$ cat src/sys_ctl_pkg.sv
// Purpose: shared constants for the system reset / nmi vector unit
// Assumes: 16-bit peripheral bus, word-aligned byte addresses
// Notes:   cause tables map index i to vector code 2*(i+1)
package sys_ctl_pkg;

  // ==========================================================
  // register offsets
  localparam logic [15:0] ADDR_BERR_VEC = 16'h0198;
  localparam logic [15:0] ADDR_USER_VEC = 16'h019a;
  localparam logic [15:0] ADDR_SYS_VEC  = 16'h019c;
  localparam logic [15:0] ADDR_RST_VEC  = 16'h019e;
  localparam logic [15:0] ADDR_FLAGS    = 16'h0102;
  localparam logic [15:0] ADDR_WDOG     = 16'h0104;
  localparam logic [15:0] ADDR_PIN_CTL  = 16'h0106;
  localparam logic [15:0] ADDR_MAINT    = 16'h0108;
  localparam logic [15:0] ADDR_MB_IN    = 16'h010a;
  localparam logic [15:0] ADDR_MB_OUT   = 16'h010c;
  localparam logic [15:0] ADDR_SW_RST   = 16'h010e;

  // ==========================================================
  // flag register fields
  localparam int FLG_WDOG  = 0;
  localparam int FLG_OSC   = 1;
  localparam int FLG_VAC   = 3;
  localparam int FLG_PIN   = 4;
  localparam int FLG_MBIN  = 6;
  localparam int FLG_MBOUT = 7;
  localparam int FLG_SVM   = 8;
  localparam int FLG_BERR  = 9;
  localparam int FLG_W     = 10;
  localparam logic [FLG_W-1:0] FLG_RESET = 10'h000;

  // ==========================================================
  // reset causes, index order is priority order
  localparam int RC_BROWNOUT = 0;
  localparam int RC_SVS      = 1;
  localparam int RC_PIN      = 2;
  localparam int RC_DOBOR    = 3;
  localparam int RC_SECV     = 4;
  localparam int RC_DOPOR    = 5;
  localparam int RC_WDOG     = 6;
  localparam int RC_WKEY     = 7;
  localparam int RC_CKEY     = 8;
  localparam int RC_PKEY     = 9;
  localparam int RC_PFETCH   = 10;
  localparam int RC_N        = 11;
  localparam int RC_LAST_POR = RC_DOPOR;
  localparam logic [RC_N-1:0] RC_RESET = 11'h001;

  // ==========================================================
  // nmi group entries
  localparam int SN_SVM   = 0;
  localparam int SN_VAC   = 1;
  localparam int SN_MBIN  = 2;
  localparam int SN_MBOUT = 3;
  localparam int UN_PIN   = 0;
  localparam int UN_OSC   = 1;
  localparam int UN_BERR  = 2;

  // ==========================================================
  // control fields and keys
  localparam int PIN_NMI_EN   = 0;
  localparam logic [15:0] PIN_CTL_RO1 = 16'h000e;
  localparam int MAINT_LOCK   = 0;
  localparam int MAINT_SVMOUT = 1;
  localparam int SWR_POR      = 0;
  localparam int SWR_BOR      = 1;
  localparam logic [7:0] SW_RST_KEY    = 8'ha5;
  localparam logic [7:0] WDOG_KEY      = 8'h5a;
  localparam logic [7:0] WDOG_KEY_READ = 8'h69;
  localparam int WDOG_HOLD  = 7;
  localparam int WDOG_TMSEL = 4;
  localparam int WDOG_CLR   = 3;
  localparam logic [7:0] WDOG_CTL_RESET = 8'h00;
  localparam int WDOG_TAP0 = 15;
  localparam int WDOG_TAP1 = 13;
  localparam int WDOG_TAP2 = 9;
  localparam int WDOG_TAP3 = 6;
  localparam logic [15:0] PERIPH_TOP = 16'h1000;

  // ==========================================================
  // timing
  localparam int CLK_PERIOD_NS = 10;
  localparam int PUC_HOLD_NS   = 100;
  localparam int PUC_CYCLES    = (PUC_HOLD_NS + CLK_PERIOD_NS - 1) / CLK_PERIOD_NS;
  localparam int PIN_BLANK_CYCLES = 3;

  typedef enum logic [1:0] {SEQ_RUN, SEQ_HOLD, SEQ_BLANK} seq_t;

  // code of lowest set index, zero when nothing pending
  function automatic logic [15:0] vecCode(input logic [15:0] pend);
    vecCode = 16'h0000;
    for (int i = 15; i >= 0; i--) begin
      if (pend[i]) vecCode = 16'(2 * (i + 1));
    end
  endfunction

  // one-hot of the lowest set index
  function automatic logic [15:0] firstOne(input logic [15:0] pend);
    firstOne = 16'h0000;
    for (int i = 15; i >= 0; i--) begin
      if (pend[i]) firstOne = 16'h0001 << i;
    end
  endfunction

endpackage

$ cat src/sys_reset_nmi.sv
// Purpose: reset cause / nmi collection and vector generation
// Assumes: rst_b is the brownout / power-on reset; debug mailbox
//          strobes already on clk_sys; cpu strobes one cycle wide
// Notes:   reset, system and user vector reads return the top cause and clear it
// Functional notes
// - pending causes become readable vector codes
// - nmi causes routed to system or user group
// - por and puc levels, every cause classified
// - watchdog timeout 0Eh, key violation 10h, puc
// - peripheral-area fetch gives puc, code 16h
// - watchdog mode expiry resets the system
// - interval mode interrupts, never resets
// - lock bit protects lockable and calibration ram
// - debug mailbox with in and out flags
// - reset/nmi pin shared by four functions
// - vacant memory access sets its flag
// - watchdog flag set on overflow or key; pin/power clears
module sys_reset_nmi
  import sys_ctl_pkg::*;
(
  // clock and reset
  input  wire logic        clk_sys,
  input  wire logic        rst_b,
  // peripheral bus
  input  wire logic [15:0] busAddr,
  input  wire logic        busRd,
  input  wire logic        busWr,
  input  wire logic [15:0] busWdata,
  output      logic [15:0] busRdata,
  // cpu and system events
  input  wire logic        cpuFetch,
  input  wire logic [15:0] cpuFetchAddr,
  input  wire logic        vacantAccess,
  input  wire logic        busErrEvent,
  input  wire logic        secViolation,
  input  wire logic        clkKeyViol,
  input  wire logic        pmmKeyViol,
  input  wire logic        oscFault,
  // supply monitor and supervisor
  input  wire logic        svmTrip,
  input  wire logic        svsTrip,
  // reset / nmi pin
  input  wire logic        rstNmiIn,
  output      logic        rstNmiOut,
  output      logic        rstNmiOe,
  // debug mailbox
  input  wire logic        dbgPut,
  input  wire logic [15:0] dbgPutData,
  input  wire logic        dbgTake,
  output      logic [15:0] dbgGetData,
  // system outputs
  output      logic        pucOut,
  output      logic        porOut,
  output      logic        ramLock,
  output      logic        wdogIrq,
  output      logic        sysNmiReq,
  output      logic        userNmiReq
);

  // ==========================================================
  // input synchronisers
  logic [1:0] pinSync_q;
  logic [1:0] svmSync_q;
  logic [1:0] svsSync_q;
  logic       pinLevel_q;
  logic       svmLevel_q;

  always_ff @(posedge clk_sys or negedge rst_b) begin
    if (!rst_b) begin
      pinSync_q  <= 2'b11;
      svmSync_q  <= 2'b00;
      svsSync_q  <= 2'b00;
      pinLevel_q <= 1'b1;
      svmLevel_q <= 1'b0;
    end else begin
      pinSync_q  <= {pinSync_q[0], rstNmiIn};
      svmSync_q  <= {svmSync_q[0], svmTrip};
      svsSync_q  <= {svsSync_q[0], svsTrip};
      pinLevel_q <= pinSync_q[1];
      svmLevel_q <= svmSync_q[1];
    end
  end

  // ==========================================================
  // bus decode
  logic rdRst, rdSys, rdUser, rdMbIn;
  logic wrFlags, wrWdog, wrPin, wrMaint, wrMbOut, wrSwRst;

  function automatic logic hit(input logic [15:0] a, input logic [15:0] reg_a);
    hit = (a == reg_a);
  endfunction

  assign rdRst   = busRd && hit(busAddr, ADDR_RST_VEC);
  assign rdSys   = busRd && hit(busAddr, ADDR_SYS_VEC);
  assign rdUser  = busRd && hit(busAddr, ADDR_USER_VEC);
  assign rdMbIn  = busRd && hit(busAddr, ADDR_MB_IN);
  assign wrFlags = busWr && hit(busAddr, ADDR_FLAGS);
  assign wrWdog  = busWr && hit(busAddr, ADDR_WDOG);
  assign wrPin   = busWr && hit(busAddr, ADDR_PIN_CTL);
  assign wrMaint = busWr && hit(busAddr, ADDR_MAINT);
  assign wrMbOut = busWr && hit(busAddr, ADDR_MB_OUT);
  assign wrSwRst = busWr && hit(busAddr, ADDR_SW_RST) && (busWdata[15:8] == SW_RST_KEY);

  // ==========================================================
  // watchdog
  logic [15:0] wdogCtrl;
  logic        wdogExpire, wdogKeyViol, wdogInterval;
  logic        pucActive;

  wdog_timer u_wdog (
    .clk_sys      (clk_sys),
    .rst_b        (rst_b),
    .pucActive    (pucActive),
    .wrEn         (wrWdog),
    .wrData       (busWdata),
    .ctrlRead     (wdogCtrl),
    .expire       (wdogExpire),
    .keyViol      (wdogKeyViol),
    .intervalMode (wdogInterval)
  );

  // ==========================================================
  // control registers
  logic        nmiEn_q;
  logic [1:0]  maint_q;
  logic [15:0] mbIn_q;
  logic [15:0] mbOut_q;

  always_ff @(posedge clk_sys or negedge rst_b) begin
    if (!rst_b) begin
      nmiEn_q <= 1'b0;
    end else if (pucActive) begin
      nmiEn_q <= 1'b0;
    end else if (wrPin) begin
      nmiEn_q <= busWdata[PIN_NMI_EN];
    end
  end

  // lock survives puc so a crashing app cannot unlock its ram
  always_ff @(posedge clk_sys or negedge rst_b) begin
    if (!rst_b) begin
      maint_q <= 2'b00;
    end else if (porOut) begin
      maint_q <= 2'b00;
    end else if (wrMaint) begin
      maint_q <= busWdata[1:0];
    end
  end

  always_ff @(posedge clk_sys or negedge rst_b) begin
    if (!rst_b) begin
      mbIn_q  <= 16'h0000;
      mbOut_q <= 16'h0000;
    end else begin
      if (dbgPut) mbIn_q <= dbgPutData;
      if (wrMbOut) mbOut_q <= busWdata;
    end
  end

  // ==========================================================
  // pin handling; pin ignored while the reset sequencer drives it and for the blanking cycles after
  seq_t seq_q;
  logic pinBlank, pinFall, pinReset;

  assign pinBlank = (seq_q != SEQ_RUN);
  assign pinFall  = pinLevel_q && !pinSync_q[1];
  assign pinReset = !nmiEn_q && !pinSync_q[1] && !pinBlank;

  // ==========================================================
  // flags: hardware set wins over any clear
  logic [FLG_W-1:0]  flags_q, flagSet, flagClr, flagBase;
  logic [15:0]       sysPend, userPend, sysHit, userHit;

  assign sysPend  = {12'h000, flags_q[FLG_MBOUT], flags_q[FLG_MBIN],
                     flags_q[FLG_VAC], flags_q[FLG_SVM]};
  assign userPend = {13'h0000, flags_q[FLG_BERR], flags_q[FLG_OSC],
                     flags_q[FLG_PIN]};
  assign sysHit   = firstOne(sysPend);
  assign userHit  = firstOne(userPend);

  always_comb begin
    flagSet = '0;
    flagSet[FLG_WDOG]  = wdogExpire || wdogKeyViol;
    flagSet[FLG_OSC]   = oscFault;
    flagSet[FLG_VAC]   = vacantAccess;
    flagSet[FLG_PIN]   = nmiEn_q && pinFall && !pinBlank;
    flagSet[FLG_MBIN]  = dbgPut;
    flagSet[FLG_MBOUT] = dbgTake;
    flagSet[FLG_SVM]   = svmSync_q[1] && !svmLevel_q;
    flagSet[FLG_BERR]  = busErrEvent;
    flagClr = '0;
    flagClr[FLG_WDOG]  = pinReset;
    flagClr[FLG_MBIN]  = rdMbIn;
    flagClr[FLG_MBOUT] = wrMbOut;
    if (rdSys) begin
      flagClr[FLG_SVM]   = sysHit[SN_SVM];
      flagClr[FLG_VAC]   = sysHit[SN_VAC];
      flagClr[FLG_MBIN]  = sysHit[SN_MBIN] || rdMbIn;
      flagClr[FLG_MBOUT] = sysHit[SN_MBOUT] || wrMbOut;
    end
    if (rdUser) begin
      flagClr[FLG_PIN]  = userHit[UN_PIN];
      flagClr[FLG_OSC]  = userHit[UN_OSC];
      flagClr[FLG_BERR] = userHit[UN_BERR];
    end
    flagBase = wrFlags ? busWdata[FLG_W-1:0] : flags_q;
  end

  always_ff @(posedge clk_sys or negedge rst_b) begin
    if (!rst_b) begin
      flags_q <= FLG_RESET;
    end else begin
      flags_q <= (flagBase & ~flagClr) | flagSet;
    end
  end

  // ==========================================================
  // reset causes
  logic [RC_N-1:0] rc_q, rcSet, rcClr;
  logic [15:0]     rcHit;
  logic            porTrig, pucTrig;

  assign rcHit = firstOne(16'(rc_q));

  always_comb begin
    rcSet = '0;
    rcSet[RC_SVS]    = svsSync_q[1];
    rcSet[RC_PIN]    = pinReset;
    rcSet[RC_DOBOR]  = wrSwRst && busWdata[SWR_BOR];
    rcSet[RC_SECV]   = secViolation;
    rcSet[RC_DOPOR]  = wrSwRst && busWdata[SWR_POR];
    rcSet[RC_WDOG]   = wdogExpire && !wdogInterval;
    rcSet[RC_WKEY]   = wdogKeyViol;
    rcSet[RC_CKEY]   = clkKeyViol;
    rcSet[RC_PKEY]   = pmmKeyViol;
    rcSet[RC_PFETCH] = cpuFetch && (cpuFetchAddr < PERIPH_TOP);
    rcClr = rdRst ? rcHit[RC_N-1:0] : '0;
  end

  // causes up to the software por are por level, the rest puc
  assign porTrig = |rcSet[RC_LAST_POR:0];
  assign pucTrig = |rcSet;

  always_ff @(posedge clk_sys or negedge rst_b) begin
    if (!rst_b) begin
      rc_q <= RC_RESET;
    end else begin
      rc_q <= (rc_q & ~rcClr) | rcSet;
    end
  end

  // ==========================================================
  // reset sequencer
  logic [7:0] seqCnt_q;

  always_ff @(posedge clk_sys or negedge rst_b) begin
    if (!rst_b) begin
      seq_q    <= SEQ_HOLD;
      seqCnt_q <= 8'(PUC_CYCLES);
      pucOut   <= 1'b1;
      porOut   <= 1'b1;
    end else begin
      case (seq_q)
        SEQ_RUN, SEQ_BLANK: begin
          // a cause during blanking still restarts the clear
          if (pucTrig) begin
            seq_q    <= SEQ_HOLD;
            seqCnt_q <= 8'(PUC_CYCLES);
            pucOut   <= 1'b1;
            porOut   <= porTrig;
          end else if (seq_q == SEQ_BLANK) begin
            if (seqCnt_q == 8'h00) seq_q <= SEQ_RUN;
            else seqCnt_q <= seqCnt_q - 8'h01;
          end
        end
        SEQ_HOLD: begin
          if (porTrig) porOut <= 1'b1;
          if (pucTrig) seqCnt_q <= 8'(PUC_CYCLES);
          else if (seqCnt_q == 8'h00) begin
            seq_q    <= SEQ_BLANK;
            seqCnt_q <= 8'(PIN_BLANK_CYCLES);
            pucOut   <= 1'b0;
            porOut   <= 1'b0;
          end else begin
            seqCnt_q <= seqCnt_q - 8'h01;
          end
        end
        default: seq_q <= SEQ_RUN;
      endcase
    end
  end

  assign pucActive = pucOut;

  // ==========================================================
  // registered outputs
  logic [15:0] rdMux;

  always_comb begin
    case (busAddr)
      ADDR_RST_VEC:  rdMux = vecCode(16'(rc_q));
      ADDR_SYS_VEC:  rdMux = vecCode(sysPend);
      ADDR_USER_VEC: rdMux = vecCode(userPend);
      ADDR_BERR_VEC: rdMux = 16'h0000;
      ADDR_FLAGS:    rdMux = 16'(flags_q);
      ADDR_WDOG:     rdMux = wdogCtrl;
      ADDR_PIN_CTL:  rdMux = PIN_CTL_RO1 | 16'(nmiEn_q);
      ADDR_MAINT:    rdMux = 16'(maint_q);
      ADDR_MB_IN:    rdMux = mbIn_q;
      ADDR_MB_OUT:   rdMux = mbOut_q;
      default:       rdMux = 16'h0000;
    endcase
  end

  always_ff @(posedge clk_sys or negedge rst_b) begin
    if (!rst_b) begin
      busRdata   <= 16'h0000;
      rstNmiOut  <= 1'b0;
      rstNmiOe   <= 1'b1;
      ramLock    <= 1'b0;
      wdogIrq    <= 1'b0;
      sysNmiReq  <= 1'b0;
      userNmiReq <= 1'b0;
      dbgGetData <= 16'h0000;
    end else begin
      busRdata   <= busRd ? rdMux : 16'h0000;
      rstNmiOut  <= 1'b0;
      // open drain low: reset output, or supply monitor output
      rstNmiOe   <= (seq_q == SEQ_HOLD) || (maint_q[MAINT_SVMOUT] && svmLevel_q);
      ramLock    <= maint_q[MAINT_LOCK];
      wdogIrq    <= flags_q[FLG_WDOG] && wdogInterval;
      sysNmiReq  <= |sysPend;
      userNmiReq <= |userPend;
      dbgGetData <= mbOut_q;
    end
  end

endmodule

$ cat src/wdog_timer.sv
// Purpose: password-protected watchdog / interval timer
// Assumes: counts clk_sys; cleared by power-up clear
// Notes:   a bad key raises keyViol for one cycle
module wdog_timer
  import sys_ctl_pkg::*;
#(
  parameter int CNT_W = 16
) (
  // clock and reset
  input  wire logic        clk_sys,
  input  wire logic        rst_b,
  input  wire logic        pucActive,
  // control word access
  input  wire logic        wrEn,
  input  wire logic [15:0] wrData,
  output      logic [15:0] ctrlRead,
  // events
  output      logic        expire,
  output      logic        keyViol,
  output      logic        intervalMode
);

  logic [7:0]       ctl_q;
  logic [CNT_W-1:0] cnt_q;
  logic [CNT_W-1:0] tapMask;
  logic             keyOk;

  assign keyOk        = (wrData[15:8] == WDOG_KEY);
  assign ctrlRead     = {WDOG_KEY_READ, ctl_q};
  assign intervalMode = ctl_q[WDOG_TMSEL];

  always_comb begin
    case (ctl_q[1:0])
      2'd0:    tapMask = CNT_W'((32'h1 << WDOG_TAP0) - 32'h1);
      2'd1:    tapMask = CNT_W'((32'h1 << WDOG_TAP1) - 32'h1);
      2'd2:    tapMask = CNT_W'((32'h1 << WDOG_TAP2) - 32'h1);
      default: tapMask = CNT_W'((32'h1 << WDOG_TAP3) - 32'h1);
    endcase
  end

  // ==========================================================
  // control register, clear bit is self-clearing
  always_ff @(posedge clk_sys or negedge rst_b) begin
    if (!rst_b) begin
      ctl_q <= WDOG_CTL_RESET;
    end else if (pucActive) begin
      ctl_q <= WDOG_CTL_RESET;
    end else if (wrEn && keyOk) begin
      ctl_q <= wrData[7:0] & ~(8'h01 << WDOG_CLR);
    end
  end

  // ==========================================================
  // interval counter
  assign expire  = !ctl_q[WDOG_HOLD] && ((cnt_q & tapMask) == tapMask);
  assign keyViol = wrEn && !keyOk;

  always_ff @(posedge clk_sys or negedge rst_b) begin
    if (!rst_b) begin
      cnt_q <= '0;
    end else if (pucActive || expire || (wrEn && keyOk && wrData[WDOG_CLR])) begin
      cnt_q <= '0;
    end else if (!ctl_q[WDOG_HOLD]) begin
      cnt_q <= cnt_q + 1'b1;
    end
  end

endmodule

$ cat config.mk
export PLATFORM = sky130hd
export DESIGN_NAME = sys_reset_nmi
export DESIGN_NICKNAME = d
export VERILOG_FILES = /design/src/sys_ctl_pkg.sv /design/src/sys_reset_nmi.sv /design/src/wdog_timer.sv
export SDC_FILE = /design/constraint.sdc
export NUM_CORES = 1
export LEC_CHECK = 0
export BUFFER_PORTS_ARGS = -buffer_cell sky130_fd_sc_hd__buf_2
export CAP_MARGIN = 20
export CORE_MARGIN = 2
export CORE_UTILIZATION = 35
export CTS_BUF_LIST = sky130_fd_sc_hd__clkbuf_16
export DETAILED_ROUTE_END_ITERATION = 12
export PLACE_DENSITY_LB_ADDON = 0.12
export SYNTH_ARGS = -nofsm -noshare
export SYNTH_HDL_FRONTEND = slang
export SYNTH_SLANG_ARGS = --single-unit
$ cat constraint.sdc
create_clock -name clk_sys -period 1.9 [get_ports clk_sys]
set_input_delay 0.095 -clock clk_sys [delete_from_list [all_inputs] [get_ports clk_sys]]
set_output_delay 0.095 -clock clk_sys [all_outputs]
set_load 0.05 [all_outputs]
==> results.cfg <==
[worst_setup_path]
r2r_slack_ns = 0.03
timing.rr.end = porOut$_DFFE_PN1P_
reg2regPathDepth = 6
crit_start = pinSync_q[1]$_DFF_PN1_
timing.rr.start = pinSync_q[1]$_DFF_PN1_
worst_setup_path_start_kind = flop
cp-end-kind = flop
critPathArrivalTime_ns = 2.20
critPathRequiredTime_ns = 2.23
crit_fanout = 7
path_class = reg2reg

[job]
max-cap-violations = 0

[place]
gp_congestion = 0.890
dpl.hpwl_um = 12800
io_buffers = 106

[grt]
grt_pass1_vias = 5140
grt_max_degree = 53
grt_pass1_wl_um = 27300
grt_antenna_before_repair = 0
grt_util_all_layers = 0.192
grt_overflow_total = 0

[clock_tree]
cts_max_level = 4
clk_pin_slew_worst_paths_ns = 0.06
clkSinkCount = 135
cts_made_buffers = 17
clockBufferDepth = 2
cts_tree = done
clock_latency_ns = 0.42
root_buffer = clkbuf_16

[routing]
routed_wl_um = 17300
postRouteAntennaNets = 0
drt-wirelength-per-cell_um = 17.1
vias = 5222
dr.pass1.iters = 5
drc_errors = 0
first_iter_violations = 375
vias_per_cell = 5.14

[logic_synthesis]
synth_cell_types = 70
avgSynthCellArea_sq_um = 11.0
netlist_area_sq_um = 6250
async_reset_ff_frac = 1.00
synth-seq-cells = 135
synth_edf_count = 0
synthCells = 570
ys.warnings.count = 0
synthesis.nets = 653
synth-main-ff-cell = dfrtp_1
yosysSeqAreaShare = 0.543

[min_path]
hold_path_depth = 3
hold_class = in2reg
min_from = busWdata[15]
holdPathEnd = mbOut_q[15]$_DFFE_PN0P_

[die]
dieArea_sq_um = 18900
core_area_sq_um = 17400
die_y_um = 138
start_util = 0.360
ios = 120
rows = 48
dieWidth_um = 138

[timing]
holdWs_ns = 0.0189
timing.final.crit_share = 0.982
finalClockSkew_ns = 0.0136
rsz0062_at_grt = true
max-slew-margin-rel = 0.626
tightest_slew_ns = 0.561
fin_crit_ns = 1.87
finalHoldViolCount = 0
setup_violations = 0
clock.fmax_mhz = 536
slew_violations = 0

[cells_and_area]
antennaDiodeCount = 0
final_common_cell = dfrtp_1
layout-drive-gt1-share = 0.366
nets = 860
area_growth_pct = 37.7
final_core_util = 0.496
layout_common_cells = dfrtp_1, buf_2, buf_4

[pwr]
p_leak_nw = 3.89
vdd_drop_max_v = 0.000556
p_per_area_nw_per_um2 = 762

[outcome]
outcome = finished clean
==> power by group <==
part,leakage [nW],total [W],internal [W],switching (W)
Combinational,1.89,0.000405,0.000202,0.000203
Sequential,1.72,0.00296,0.00293,0.0000307
Clock,0.281,0.00319,0.00193,0.00126
Total,3.89,0.00655,0.00506,0.00149
==> synthesized netlist by cell type, types with 4 or more instances <==
| master | instances | area (sq um) |
|---|---|---|
| a22oi_1 | 17 | 128 |
| inv_1 | 8 | 30.0 |
| a21oi_1 | 33 | 165 |
| clkbuf_1 | 17 | 63.8 |
| or3_1 | 4 | 25.0 |
| buf_6 | 4 | 45.0 |
| a221oi_1 | 5 | 43.8 |
| mux2_2 | 37 | 417 |
| nor2_1 | 64 | 240 |
| dfrtp_1 | 125 | 3130 |
| and3_1 | 9 | 56.3 |
| xor2_1 | 9 | 78.8 |
| nand2b_1 | 5 | 31.3 |
| nand2_1 | 37 | 139 |
| buf_2 | 6 | 30.0 |
| nor2b_1 | 5 | 31.3 |
| mux2i_1 | 15 | 150 |
| o31ai_1 | 5 | 37.5 |
| and2_1 | 8 | 50.1 |
| nand3b_1 | 4 | 30.0 |
| nor3_1 | 7 | 35.0 |
| xnor2_1 | 6 | 52.6 |
| nor4_1 | 7 | 43.8 |
| o21ai_0 | 23 | 115 |
| a31oi_1 | 9 | 56.3 |
| nand3_1 | 16 | 80.1 |
| dfstp_2 | 10 | 263 |
| a21o_1 | 7 | 52.6 |
==> state kept, by name (all words and copies together), names as in the netlist, 7 cells and up <==
| name | flops |
|---|---|
| busRdata | 16 |
| u_wdog.cnt_q | 15 |
| dbgGetData | 16 |
| seqCnt_q | 8 |
| flags_q | 10 |
| rc_q | 11 |
| mbOut_q | 16 |
| u_wdog.ctl_q | 7 |
| mbIn_q | 16 |
==> worst max path at each step <==
stage,slack (ns),cells after the start,endpoint
after floorplan,0.01,6,flags_q[6]$_DFF_PN0_
after global placement,-0.28,10,seqCnt_q[5]$_DFFE_PN0P_
after detailed placement,-0.25,8,seqCnt_q[5]$_DFFE_PN0P_
after CTS,-0.003,6,seqCnt_q[0]$_DFFE_PN0P_
after global routing,-0.06,6,porOut$_DFFE_PN1P_
final,0.03,6,porOut$_DFFE_PN1P_
==> routing by layer <==
metal / global-route usage / share of wire
met5: 0 / 0
met4: 0.0590 / 0.016
met3: 0.0449 / 0.058
met2: 0.310 / 0.48
met1: 0.256 / 0.45
==> cell type report <==
type	count	area, sq um
flip-flops and latches	135	3390
fillers	1582	8750
repair buffers	218	1540
clock inverters	15	151
well taps	225	282
multi-input cells	397	2780
clock buffers	17	425
inverters	8	30.0
==> what timing repair did <==
action	CTS	global route
pin swaps	2	2
setup buffers	1	1
setup endpoints to repair	11	12
endpoints found under the hold margin	84	0
hold buffers	37	0
resized for setup	6	18
==> metrics by stage <==
step,setup TNS (ns),total power (W),instances,area (sq um),setup slack [ns]
6_report,0,0.00655,1015,8600,0.0347
5_1_grt,-0.199,0.00681,1015,8600,-0.0630
4_1_cts,-0.00490,0.00663,1014,8510,-0.00273
3_5_place_dp,-3.13,0.00335,944,7520,-0.250
3_3_place_gp,-3.25,0.00334,944,7520,-0.281
2_1_floorplan,0,0.00313,570,6260,0.0102
==> cells by family (layout without fill, tap and decap cells) <==
kind of cell               Yosys count  after routing  synth area share
and+or+nand+nor                    203            203             0.180
DFF                                135            135             0.543
AOI/OAI and AO/OA                  123            123             0.128
muxes                               52             52            0.0907
buffers and inverters               38            258            0.0306
xor gates and xnor gates            15             15            0.0210
adders and majority gates            3              3           0.00601
other                                1              1          0.000600
==> worst max-delay path, stage by stage, from the launching register on <==
cell and delay (ns):
dfstp_2 0.54, nor4_2 0.06, or3_4 0.34, nor4_4 0.24, nand3_4 0.18, o31ai_1 0.28, a22oi_1 0.12
No activity file was read; power rests on OpenSTA's default activity.
